## config.mk

```make
export PLATFORM = sky130hd
export DESIGN_NAME = cts_time_set
export DESIGN_NICKNAME = d
export VERILOG_FILES = /design/src/core/cts_pkg.sv /design/src/core/cts_time_set.sv
export SDC_FILE = /design/constraint.sdc
export NUM_CORES = 1
export LEC_CHECK = 0
export ABC_AREA = 1
export BUFFER_PORTS_ARGS = -buffer_cell sky130_fd_sc_hd__buf_2
export CAP_MARGIN = 40
export CORE_MARGIN = 1.5
export CORE_UTILIZATION = 56
export DETAILED_ROUTE_END_ITERATION = 8
export PLACE_DENSITY_LB_ADDON = 0.05
export SYNTH_ARGS = -nofsm -noshare
export SYNTH_HDL_FRONTEND = slang
export SYNTH_SLANG_ARGS = --single-unit
```

## constraint.sdc

```tcl
create_clock -name sys_clk_i -period 17.1 [get_ports sys_clk_i]
set_input_delay 3.42 -clock sys_clk_i [delete_from_list [all_inputs] [get_ports sys_clk_i]]
set_output_delay 3.42 -clock sys_clk_i [all_outputs]
set_load 0.005 [all_outputs]
```

## src/core/cts_pkg.sv

```systemverilog
// package: offsets, codes and state types for the calendar time-set block
package cts_pkg;
   localparam int ADDR_W = 16;
   localparam int DATA_W = 16;
   // request area (word addresses)
   localparam logic [15:0] OFS_REQ_COMMAND = 16'h68a0;
   localparam logic [15:0] OFS_REQ_YEAR = 16'h68a1;
   localparam logic [15:0] OFS_REQ_MONTH = 16'h68a2;
   localparam logic [15:0] OFS_REQ_DAY = 16'h68a3;
   localparam logic [15:0] OFS_REQ_HOUR = 16'h68a4;
   localparam logic [15:0] OFS_REQ_MINUTE = 16'h68a5;
   localparam logic [15:0] OFS_REQ_SECOND = 16'h68a6;
   localparam logic [15:0] OFS_REQ_MILLI = 16'h68a7;
   localparam logic [15:0] OFS_REQ_CLK_STATUS = 16'h68a8;
   // response area
   localparam logic [15:0] OFS_RESP_CODE = 16'h68b0;
   localparam logic [15:0] OFS_RESP_PAD_FIRST = 16'h68b1;
   localparam logic [15:0] OFS_RESP_PAD_LAST = 16'h68bc;
   // control registers of this block
   localparam logic [15:0] OFS_CTRL = 16'h68c0;
   localparam logic [15:0] OFS_IRQ_STATUS = 16'h68c1;
   localparam logic [15:0] OFS_IRQ_MASK = 16'h68c2;
   localparam logic [15:0] OFS_ERR_LIMIT = 16'h68c3;
   // codes and limits
   localparam logic [15:0] CMD_CAL_SET = 16'h1602;
   localparam logic [15:0] RESP_CAL_DONE = 16'ha602;
   localparam logic [15:0] ERR_BAD_CMD = 16'hc001;
   localparam logic [15:0] ERR_BAD_RANGE = 16'hc002;
   localparam logic [15:0] PAD_VALUE = 16'h0000;
   localparam logic [15:0] YEAR_MIN = 16'h07c0;
   localparam logic [15:0] YEAR_MAX = 16'h07f4;
   localparam logic [15:0] MONTH_MIN = 16'h0001;
   localparam logic [15:0] MONTH_MAX = 16'h000c;
   localparam logic [15:0] DAY_MIN = 16'h0001;
   localparam logic [15:0] DAY_MAX = 16'h001f;
   localparam logic [15:0] HOUR_MAX = 16'h0017;
   localparam logic [15:0] MINSEC_MAX = 16'h003b;
   localparam logic [15:0] MILLI_MAX = 16'h03e7;
   // reset values
   localparam logic [15:0] RST_WORD = 16'h0000;
   localparam logic [1:0] RST_IRQ = 2'b00;
   // irq status bits
   localparam int IRQ_DONE_BIT = 0;
   localparam int IRQ_ERR_BIT = 1;

   typedef enum logic [1:0] {
      CTS_IDLE = 2'b00,
      CTS_CHECK = 2'b01,
      CTS_DONE = 2'b10
   } cts_state_t;

   typedef struct packed {
      logic [15:0] addr;
      logic [15:0] wdata;
      logic wr;
      logic rd;
   } cts_bus_req_t;

   typedef struct packed {
      logic [15:0] command;
      logic [15:0] year;
      logic [15:0] month;
      logic [15:0] day;
      logic [15:0] hour;
      logic [15:0] minute;
      logic [15:0] second;
      logic [15:0] milli;
      logic [15:0] clk_status;
   } cts_req_words_t;

   typedef struct packed {
      logic [15:0] year;
      logic [15:0] month;
      logic [15:0] day;
      logic [15:0] hour;
      logic [15:0] minute;
      logic [15:0] second;
      logic [15:0] milli;
      logic [15:0] clk_status;
      logic valid;
   } cts_time_out_t;
endpackage : cts_pkg

```

## src/core/cts_time_set.sv

```systemverilog
// calendar time-set command interpreter on a shared buffer-memory port
//
// Notes on behaviour
// RULE1 - host writes command 1602h before start
// RULE2 - host writes year 1984 to 2036
// RULE3 - host writes month 1 to 12
// RULE4 - host writes day 1 to 31
// RULE5 - host writes hour 0 to 23
// RULE6 - host writes minute 0 to 59
// RULE7 - host writes second 0 to 59
// RULE8 - host writes millisecond 0 to 999
// RULE9 - host writes clock status, zero allowed
// RULE10 - success stores A602h in response word
// RULE11 - twelve following response words read zero
// RULE12 - failure stores error code instead
// RULE13 - host raises request after writing words
// RULE14 - device raises done after response written
// RULE15 - host drops request after reading response
// RULE16 - done drops after request drops
// RULE17 - out-of-range field gives error code
//
// The plain strobed port is this design's own decision.
`timescale 1ns/10ps
`default_nettype none
module cts_time_set (
   // clock and reset
   input wire logic sys_clk_i,
   input wire logic reset_i,
   // register port
   input wire logic [cts_pkg::ADDR_W-1:0] bus_addr_i,
   input wire logic [cts_pkg::DATA_W-1:0] bus_wdata_i,
   input wire logic bus_wr_i,
   input wire logic bus_rd_i,
   output logic [cts_pkg::DATA_W-1:0] bus_rdata_o,
   // handshake pins
   input wire logic time_set_request_flag_i,
   output logic time_set_done_flag_o,
   // time handed to the clock keeper
   output cts_pkg::cts_time_out_t time_set_o,
   // interrupt
   output logic irq_o
);
   import cts_pkg::*;

   typedef struct packed {
      cts_state_t state;
      cts_req_words_t req;
      logic [15:0] resp_code;
      logic done;
      logic [1:0] irq_status;
      logic [1:0] irq_mask;
      logic enable;
      logic [15:0] err_count;
      logic [15:0] rdata;
      logic irq;
      logic [1:0] req_sync;
      cts_time_out_t tout;
   } cts_regs_t;

   cts_regs_t r;
   cts_regs_t next_r;
   cts_bus_req_t bus;
   logic req_lvl;
   logic range_ok;

   // bundle the register port for the decoders
   assign bus = '{addr: bus_addr_i, wdata: bus_wdata_i, wr: bus_wr_i, rd: bus_rd_i};
   assign req_lvl = r.req_sync[1];

   // inclusive bounds check on one word
   function automatic logic in_range(input logic [15:0] v, input logic [15:0] lo,
                                     input logic [15:0] hi);
      in_range = (v >= lo) && (v <= hi);
   endfunction : in_range

   ////////////////////////////////////////////////////////////////////////////
   // range checks on the request words
   // day is not matched to month length
   always_comb begin
      range_ok = in_range(r.req.year, YEAR_MIN, YEAR_MAX) // see RULE17
         && in_range(r.req.month, MONTH_MIN, MONTH_MAX)
         && in_range(r.req.day, DAY_MIN, DAY_MAX)
         && in_range(r.req.hour, RST_WORD, HOUR_MAX)
         && in_range(r.req.minute, RST_WORD, MINSEC_MAX)
         && in_range(r.req.second, RST_WORD, MINSEC_MAX)
         && in_range(r.req.milli, RST_WORD, MILLI_MAX);
   end

   ////////////////////////////////////////////////////////////////////////////
   // next state
   always_comb begin
      next_r = r;
      next_r.req_sync = {r.req_sync[0], time_set_request_flag_i};
      next_r.tout.valid = 1'b0;
      next_r.rdata = RST_WORD;
      // request area writes, blocked while a command is in flight
      if (bus.wr && r.state == CTS_IDLE && !req_lvl) begin
         if (bus.addr == OFS_REQ_COMMAND) begin
            next_r.req.command = bus.wdata;
         end else if (bus.addr == OFS_REQ_YEAR) begin
            next_r.req.year = bus.wdata;
         end else if (bus.addr == OFS_REQ_MONTH) begin
            next_r.req.month = bus.wdata;
         end else if (bus.addr == OFS_REQ_DAY) begin
            next_r.req.day = bus.wdata;
         end else if (bus.addr == OFS_REQ_HOUR) begin
            next_r.req.hour = bus.wdata;
         end else if (bus.addr == OFS_REQ_MINUTE) begin
            next_r.req.minute = bus.wdata;
         end else if (bus.addr == OFS_REQ_SECOND) begin
            next_r.req.second = bus.wdata;
         end else if (bus.addr == OFS_REQ_MILLI) begin
            next_r.req.milli = bus.wdata;
         end else if (bus.addr == OFS_REQ_CLK_STATUS) begin
            next_r.req.clk_status = bus.wdata;
         end
      end
      // block control registers, open at all times
      if (bus.wr) begin
         if (bus.addr == OFS_CTRL) begin
            next_r.enable = bus.wdata[0];
         end else if (bus.addr == OFS_IRQ_MASK) begin
            next_r.irq_mask = bus.wdata[1:0];
         end else if (bus.addr == OFS_IRQ_STATUS) begin
            next_r.irq_status = r.irq_status & ~bus.wdata[1:0];
         end
      end
      // reads
      // read data stand for one cycle, zero otherwise
      if (bus.rd) begin
         if (bus.addr == OFS_REQ_COMMAND) begin
            next_r.rdata = r.req.command;
         end else if (bus.addr == OFS_REQ_YEAR) begin
            next_r.rdata = r.req.year;
         end else if (bus.addr == OFS_REQ_MONTH) begin
            next_r.rdata = r.req.month;
         end else if (bus.addr == OFS_REQ_DAY) begin
            next_r.rdata = r.req.day;
         end else if (bus.addr == OFS_REQ_HOUR) begin
            next_r.rdata = r.req.hour;
         end else if (bus.addr == OFS_REQ_MINUTE) begin
            next_r.rdata = r.req.minute;
         end else if (bus.addr == OFS_REQ_SECOND) begin
            next_r.rdata = r.req.second;
         end else if (bus.addr == OFS_REQ_MILLI) begin
            next_r.rdata = r.req.milli;
         end else if (bus.addr == OFS_REQ_CLK_STATUS) begin
            next_r.rdata = r.req.clk_status;
         end else if (bus.addr == OFS_RESP_CODE) begin
            next_r.rdata = r.resp_code; // see RULE10
         end else if (bus.addr >= OFS_RESP_PAD_FIRST && bus.addr <= OFS_RESP_PAD_LAST) begin
            next_r.rdata = PAD_VALUE; // see RULE11
         end else if (bus.addr == OFS_CTRL) begin
            next_r.rdata = {15'h0000, r.enable};
         end else if (bus.addr == OFS_IRQ_STATUS) begin
            next_r.rdata = {14'h0000, r.irq_status};
         end else if (bus.addr == OFS_IRQ_MASK) begin
            next_r.rdata = {14'h0000, r.irq_mask};
         end else if (bus.addr == OFS_ERR_LIMIT) begin
            next_r.rdata = r.err_count;
         end
      end
      // command handshake
      case (r.state)
         CTS_IDLE: begin
            next_r.done = 1'b0;
            if (req_lvl && r.enable) begin
               next_r.state = CTS_CHECK;
            end
         end
         CTS_CHECK: begin
            // command code is judged before the fields
            if (r.req.command != CMD_CAL_SET) begin
               next_r.resp_code = ERR_BAD_CMD; // see RULE12
               next_r.err_count = r.err_count + 16'h0001;
               next_r.irq_status[IRQ_ERR_BIT] = 1'b1;
            end else if (!range_ok) begin
               next_r.resp_code = ERR_BAD_RANGE; // see RULE17
               next_r.err_count = r.err_count + 16'h0001;
               next_r.irq_status[IRQ_ERR_BIT] = 1'b1;
            end else begin
               next_r.resp_code = RESP_CAL_DONE; // see RULE10
               next_r.tout = '{year: r.req.year, month: r.req.month, day: r.req.day,
                  hour: r.req.hour, minute: r.req.minute, second: r.req.second,
                  milli: r.req.milli, clk_status: r.req.clk_status, valid: 1'b1};
            end
            next_r.irq_status[IRQ_DONE_BIT] = 1'b1;
            next_r.done = 1'b1; // see RULE14
            next_r.state = CTS_DONE;
         end
         CTS_DONE: begin
            // hold done until the synced request falls
            if (!req_lvl) begin
               next_r.done = 1'b0; // see RULE16
               next_r.state = CTS_IDLE;
            end
         end
         default: begin
            next_r.state = CTS_IDLE;
         end
      endcase
      // level irq from the updated status and mask
      next_r.irq = |(next_r.irq_status & next_r.irq_mask);
   end

   ////////////////////////////////////////////////////////////////////////////
   // state register
   always_ff @(posedge sys_clk_i or posedge reset_i) begin
      if (reset_i) begin
         // enable comes up set so a first command runs
         r <= '0;
         r.state <= CTS_IDLE;
         r.enable <= 1'b1;
         r.irq_status <= RST_IRQ;
         r.irq_mask <= RST_IRQ;
      end else begin
         r <= next_r;
      end
   end

   assign bus_rdata_o = r.rdata;
   assign time_set_done_flag_o = r.done;
   assign time_set_o = r.tout;
   assign irq_o = r.irq;

   ////////////////////////////////////////////////////////////////////////////
   // checks
   // handshake, response codes, month range and interrupt level
   property p_done_code;
      @(posedge sys_clk_i) disable iff (reset_i)
      $rose(r.done) |-> (r.resp_code == RESP_CAL_DONE) == $past(range_ok
         && r.req.command == CMD_CAL_SET);
   endproperty
   a_done_code: assert property (p_done_code) else $error("wrong response code"); // see RULE10

   property p_pad_zero;
      @(posedge sys_clk_i) disable iff (reset_i)
      (bus.rd && bus.addr >= OFS_RESP_PAD_FIRST && bus.addr <= OFS_RESP_PAD_LAST)
         |=> bus_rdata_o == PAD_VALUE;
   endproperty
   a_pad_zero: assert property (p_pad_zero) else $error("pad word not zero"); // see RULE11

   property p_err_code;
      @(posedge sys_clk_i) disable iff (reset_i)
      (r.state == CTS_CHECK && r.req.command != CMD_CAL_SET) |=> r.resp_code == ERR_BAD_CMD;
   endproperty
   a_err_code: assert property (p_err_code) else $error("bad command not flagged"); // see RULE12

   property p_done_after_check;
      @(posedge sys_clk_i) disable iff (reset_i)
      (req_lvl && r.state == CTS_IDLE && r.enable) |=> ##1 time_set_done_flag_o;
   endproperty
   a_done_after_check: assert property (p_done_after_check) else $error("done late"); // see RULE14

   property p_done_holds;
      @(posedge sys_clk_i) disable iff (reset_i)
      (time_set_done_flag_o && req_lvl) |=> time_set_done_flag_o;
   endproperty
   a_done_holds: assert property (p_done_holds) else $error("done dropped early"); // see RULE16

   property p_done_drops;
      @(posedge sys_clk_i) disable iff (reset_i)
      (time_set_done_flag_o && !req_lvl) |=> !time_set_done_flag_o;
   endproperty
   a_done_drops: assert property (p_done_drops) else $error("done stuck"); // see RULE16

   property p_range_err;
      @(posedge sys_clk_i) disable iff (reset_i)
      (r.state == CTS_CHECK && r.req.command == CMD_CAL_SET && r.req.month > MONTH_MAX)
         |=> r.resp_code == ERR_BAD_RANGE;
   endproperty
   a_range_err: assert property (p_range_err) else $error("range error missed"); // see RULE17

   property p_irq_level;
      @(posedge sys_clk_i) disable iff (reset_i)
      irq_o == |(r.irq_status & r.irq_mask);
   endproperty
   a_irq_level: assert property (p_irq_level) else $error("irq level wrong");

   // responses, ranges, handshake, time valid, enable, register port, error count and interrupt
   property p_good_code;
      @(posedge sys_clk_i) disable iff (reset_i)
      (r.state == CTS_CHECK && r.req.command == CMD_CAL_SET && range_ok)
         |=> r.resp_code == RESP_CAL_DONE && time_set_o.valid;
   endproperty
   a_good_code: assert property (p_good_code) else $error("good command refused"); // see RULE10

   property p_range_hour;
      @(posedge sys_clk_i) disable iff (reset_i)
      (r.state == CTS_CHECK && r.req.command == CMD_CAL_SET && r.req.hour > HOUR_MAX)
         |=> r.resp_code == ERR_BAD_RANGE;
   endproperty
   a_range_hour: assert property (p_range_hour) else $error("hour error missed"); // see RULE17

   property p_err_count;
      @(posedge sys_clk_i) disable iff (reset_i)
      (r.state == CTS_CHECK && !(r.req.command == CMD_CAL_SET && range_ok))
         |=> r.err_count == $past(r.err_count) + 16'h0001;
   endproperty
   a_err_count: assert property (p_err_count) else $error("error count not bumped"); // see RULE12

   property p_done_needs_req;
      @(posedge sys_clk_i) disable iff (reset_i)
      $rose(time_set_done_flag_o) |-> $past(req_lvl, 2);
   endproperty
   a_done_needs_req: assert property (p_done_needs_req) else $error("done without request"); // see RULE14

   property p_valid_pulse;
      @(posedge sys_clk_i) disable iff (reset_i)
      time_set_o.valid |=> !time_set_o.valid;
   endproperty
   a_valid_pulse: assert property (p_valid_pulse) else $error("valid longer than a cycle");

   property p_irq_clear;
      @(posedge sys_clk_i) disable iff (reset_i)
      (bus.wr && bus.addr == OFS_IRQ_STATUS && bus.wdata[IRQ_DONE_BIT]
         && r.state != CTS_CHECK)
         |=> !r.irq_status[IRQ_DONE_BIT];
   endproperty
   a_irq_clear: assert property (p_irq_clear) else $error("status bit not cleared");

   property p_irq_set_wins;
      @(posedge sys_clk_i) disable iff (reset_i)
      (r.state == CTS_CHECK) |=> r.irq_status[IRQ_DONE_BIT];
   endproperty
   a_irq_set_wins: assert property (p_irq_set_wins) else $error("done status not set");

   property p_disabled_wait;
      @(posedge sys_clk_i) disable iff (reset_i)
      (r.state == CTS_IDLE && !r.enable) |=> r.state == CTS_IDLE;
   endproperty
   a_disabled_wait: assert property (p_disabled_wait) else $error("start while disabled");

   property p_rdata_idle;
      @(posedge sys_clk_i) disable iff (reset_i)
      !bus.rd |=> bus_rdata_o == RST_WORD;
   endproperty
   a_rdata_idle: assert property (p_rdata_idle) else $error("read data not cleared");

   property p_resp_read;
      @(posedge sys_clk_i) disable iff (reset_i)
      (bus.rd && bus.addr == OFS_RESP_CODE && r.resp_code == RESP_CAL_DONE)
         |=> bus_rdata_o == RESP_CAL_DONE;
   endproperty
   a_resp_read: assert property (p_resp_read) else $error("response code misread"); // see RULE10
endmodule : cts_time_set
`default_nettype wire

```

Word-level counts from Yosys, hierarchy flattened
Index checks and enable logic that the tools add are counted.

cells by class
  divide/modulo/power cells = 0
  add/subtract/negate cells = 1
  $mul = 0
  mux-type cells = 37
  bitwise operators = 12
  order comparisons = 16
  reduce and logical (&&, ||, !) cells = 35
  shift operators = 0
  equality and inequality tests = 20

operators by type and width
  kind                     count
  $mux W16                 19
  $eq A16 B15 Y1 const B   14
  $ge A16 B1 Y1 const B    6
  $le A16 B5 Y1 const B    2
  $le A16 B6 Y1 const B    2
  $logic_and A1 B1 Y1      17
  $add A16 B1 Y16 const B  1
  $ge A16 B11 Y1 const B   1
  $ge A16 B15 Y1 const B   1
  $le A16 B10 Y1 const B   1
  $le A16 B11 Y1 const B   1
  $le A16 B15 Y1 const B   1
  $le A16 B4 Y1 const B    1
  $ne A16 B13 Y1 const B   1
  $mux W15                 1
  $mux W2                  6
  $reduce_and A10 Y1       1
  $reduce_and A2 Y1        5
  $not A1 Y1               9
  $reduce_and A9 Y1        1
  $reduce_and A8 Y1        1
  $mux W1                  7
  $reduce_and A7 Y1        1
  $pmux W2 S3              1
  other kinds (17)         20

word-level totals
  memory bits (writable) = 0
  bits in latches = 0
  word-level logic and storage cells = 149
  input port bits = 37
  flip-flop bits (word level) = 332
  bits in read-only memories = 0
  output and inout port bits = 147
  memories = 0

Logic depth before layout (Yosys ltp)
  word-level depth = 17
  mapped depth = 19
  mapped depth without buffers = 19

Worst setup path after synthesis
OpenSTA, ideal clock, no wires.

  kind = input-to-reg
  from = input bus_addr_i[12] in the netlist's numbering
  to = register r (netlist bit bus_rdata_o[5])
  setup time = 0.121 ns
  path slack = 12.141 ns
  data required time = 16.979 ns
  cell stages on the path = 15
  arrival = 4.838 ns
  buffers on the path = 1
  cells stage by stage = nor2_1 > nand2_1 > inv_2 > nand2_2 > nor2_4 > nand2_2 > nor2_4 > inv_2 > buf_2 > o21ai_0 > a21oi_1 > o21ai_1 > nand4_1 > a21oi_1 > nor2_1

RTL lines
  element               RTL line             text
  from (decl)           cts_time_set.sv:30   input wire logic [cts_pkg::ADDR_W-1:0] bus_addr_i,
  to (signal assigned)  cts_time_set.sv:217  r <= next_r;
  to (decl)             cts_time_set.sv:60   cts_regs_t r;

Final worst setup path
  from = input bus_addr_i[0] in the netlist's numbering
  to = register r[211] in the netlist's numbering

on the way
  word-level cells in the longest chain between the ends = 3
  elaborated cells on any way between the ends = 16
  classes of those cells = 8 x eq/ne; 7 x bitwise; 1 x reduce/logical

ends and longest elaborated chain
  element                                 RTL line             text
  $eq A16 B15 Y1 (tied with other cells)  cts_time_set.sv:110  end else if (bus.addr == OFS_REQ_SECOND) begin
  $not A1 Y1 (no source line)             n/a
  $reduce_and A9 Y1 (no source line) (*)  n/a

Every way passes the cells marked *; elsewhere a longest branch is shown, timed or not.
A chain may end at the register's enable or synchronous reset.

==> results.ini <==
[outcome]
status=completed

[placed_design]
dpl_cell_area_um2=15000
port_buffers=183
gp_congestion=0.907
dp_hpwl_mm=24.9

[cts]
clk_pin_slew_ns=0.06
cts_made_buffers=37
cts_hold_buf=0
cts.htree.levels=2
post-cts-setup-buffers=0
cts.sinks=321
cts_buffer_depth=3
cts-resized-gates=0
clk_latency_ns=0.53
cts_tree=done
root_buffer=clkbuf_16

[floorplanning]
die_h_um=166
row_count=59
start_util=0.571
dieArea_um2=27600
ioPinCount=184
core_area_um2=26100
die_w_um=166

[timing]
rsz0062_at_grt=no
fin_skew_ns=0.0225
worst_pin_slew_ns=1.03
finalHoldWorstSlack_ns=0.362
maxSlewHeadroom=0.316
finalMaxSlewViolations=0
final-setup-viol-count=0
setup_tns_ns=0
period_minus_slack_ns=5.49
fmax_ghz=0.182
hold_viol=0
timing.final.crit_share=0.321

[finish]
fin_area_um2=16300
utilization=0.625
final_cell_mix=nand2_1, dfrtp_1, o21ai_0
nets=1800
area_growth_pct=9.50
drive_gt1_frac=0.164
diodes=0
final_common_cell=nand2_1

[synth]
synth_cells=1738
ys.flop_type=dfrtp_1
ys_async_sr_fraction=1.00
synth_top_area_cell=dfrtp_1
ys_types=41
synth-seq-area-share=0.540
synth.avg_cell_area_um2=8.56
synthTopCellsByArea=dfrtp_1, nand2_1, buf_4
yosysTopAreaCellShare=0.538
ys_ff_latch=321
ys_warn_count=0
synth_edf_count=0
synth_area_um2=14900
mappedNetlistNets=1776

[detailed_routing]
drtIter0Drc=941
drcViolationCount=0
viasPerCell=5.33
wl_mm=35.3
dr_total_vias=11311
antenna_left=0
drtPass1Iterations=5
wl_per_cell_um=16.6

[pwr]
seq_power_share=0.477
cellLeakagePower_nw=8.26
p_comb_frac=0.022
power_switching_mw=0.333
p_per_area_nw_per_um2=97.9
p_int_mw=1.26
p_clk_frac=0.501
swShare=0.209
ir_worst_vdd_mv=0.0939

[global_routing]
grt_pass1_wl_mm=57.8
antenna_found_initial=0
grt_pass1_vias=10697
grtUsageTotal=0.260
grt_max_degree=186
grt_overflow=0

[worst_setup_path]
cp.required_ns=17.50
worstPathMaxFanout=32
worstSetupStartpointType=input port
worst-setup-path-type=input port to flop
critPathArrivalTime_ns=5.89
end_kind=flop

[job]
maxCapViolCount=0

[min_path]
hold_path_class=flop to flop

## per-stage QoR
stage / power (mW) / std cells / setup slack (ns)
after floorplan: 0.794 / 1738 / 4.80
after global placement: 0.810 / 2049 / 11.02
after detailed placement: 0.811 / 2058 / 11.12
after CTS: 1.61 / 2123 / 11.65
after global routing: 1.65 / 2123 / 11.38
final: 1.60 / 2123 / 11.61
## critical path: stages
cell and delay, ns:
buf_2 0.19, inv_2 0.12, nand2_2 0.15, nor2_4 0.07
nand2_1 0.65, nand2_1 0.22, nor4_1 0.43, inv_2 0.32
a21oi_1 0.25, inv_1 0.05
## kinds of logic (layout without fill, tap and decap cells)
| logic type | count (synthesis) | after routing | synth area share |
|---|---|---|---|
| adder cells (fa/ha/maj) | 1 | 1 | 0.000841 |
| flip-flops | 321 | 321 | 0.540 |
| AO/OA/AOI/OAI | 364 | 364 | 0.129 |
| buffers and inverters | 436 | 486 | 0.152 |
| AND/OR/NAND/NOR | 602 | 602 | 0.170 |
| XOR/XNOR | 14 | 14 | 0.00824 |
## cell type report
cell class / count / area (µm²)
clock buffer: 55 / 1110
clock inverter: 10 / 136
fill: 2322 / 9770
inverter: 221 / 837
multi-input combinational: 981 / 4590
sequential: 321 / 8030
tap: 335 / 419
timing repair buffer: 200 / 1160
## power by group through the flow
| stage | Combinational, mW | Clock, mW | Sequential [mW] |
|---|---|---|---|
| floorplan | 0.0201 | 0 | 0.774 |
| global placement | 0.0357 | 0 | 0.774 |
| detailed placement | 0.0367 | 0 | 0.774 |
| CTS | 0.0367 | 0.814 | 0.760 |
| global route | 0.0407 | 0.848 | 0.760 |
| finish | 0.0353 | 0.799 | 0.760 |
## registers in the layout (all words and copies together) (netlist names)
name                  count
next_r                    1
time_set_done_flag_o      1
r                       173
bus_rdata_o              16
time_set_o              129
irq_o                     1
## layer usage
layer,GRT usage,part of all wire,vias up
met1,0.381,0.47,5398
met5,0,0,-
met3,0.0431,0.060,62
met4,0.0650,0.020,0
met2,0.407,0.45,380
li1,-,-,5471
## cell usage after synthesis, types with 9 or more instances
| library cell | instances |
|---|---|
| nand2_1 | 361 |
| dfrtp_1 | 320 |
| o21ai_0 | 218 |
| inv_1 | 210 |
| buf_4 | 148 |
| nor2_1 | 123 |
| a21oi_1 | 66 |
| o21ai_1 | 45 |
| clkbuf_1 | 41 |
| nand3_1 | 34 |
| nor4_1 | 25 |
| buf_2 | 20 |
| nand4_1 | 18 |
| xor2_1 | 14 |
| nor3_1 | 12 |
| inv_2 | 11 |
| o221ai_1 | 9 |
## worst paths after layout
kind                            depth (start not counted)          start         endpoint  slack (ns)
worst max-delay path                                   10  bus_addr_i[0]           r[211]       11.61
worst min-delay path                                    0    next_r[130]           r[130]        0.36
worst max register to register                         11         r[314]  time_set_o[119]       13.52
worst min register to register                          0    next_r[130]           r[130]        0.36
max in group asynchronous                               3        reset_i           r[325]       12.90
min in group asynchronous                               2        reset_i  time_set_o[122]        2.88
No activity file was read; power rests on OpenSTA's default activity.
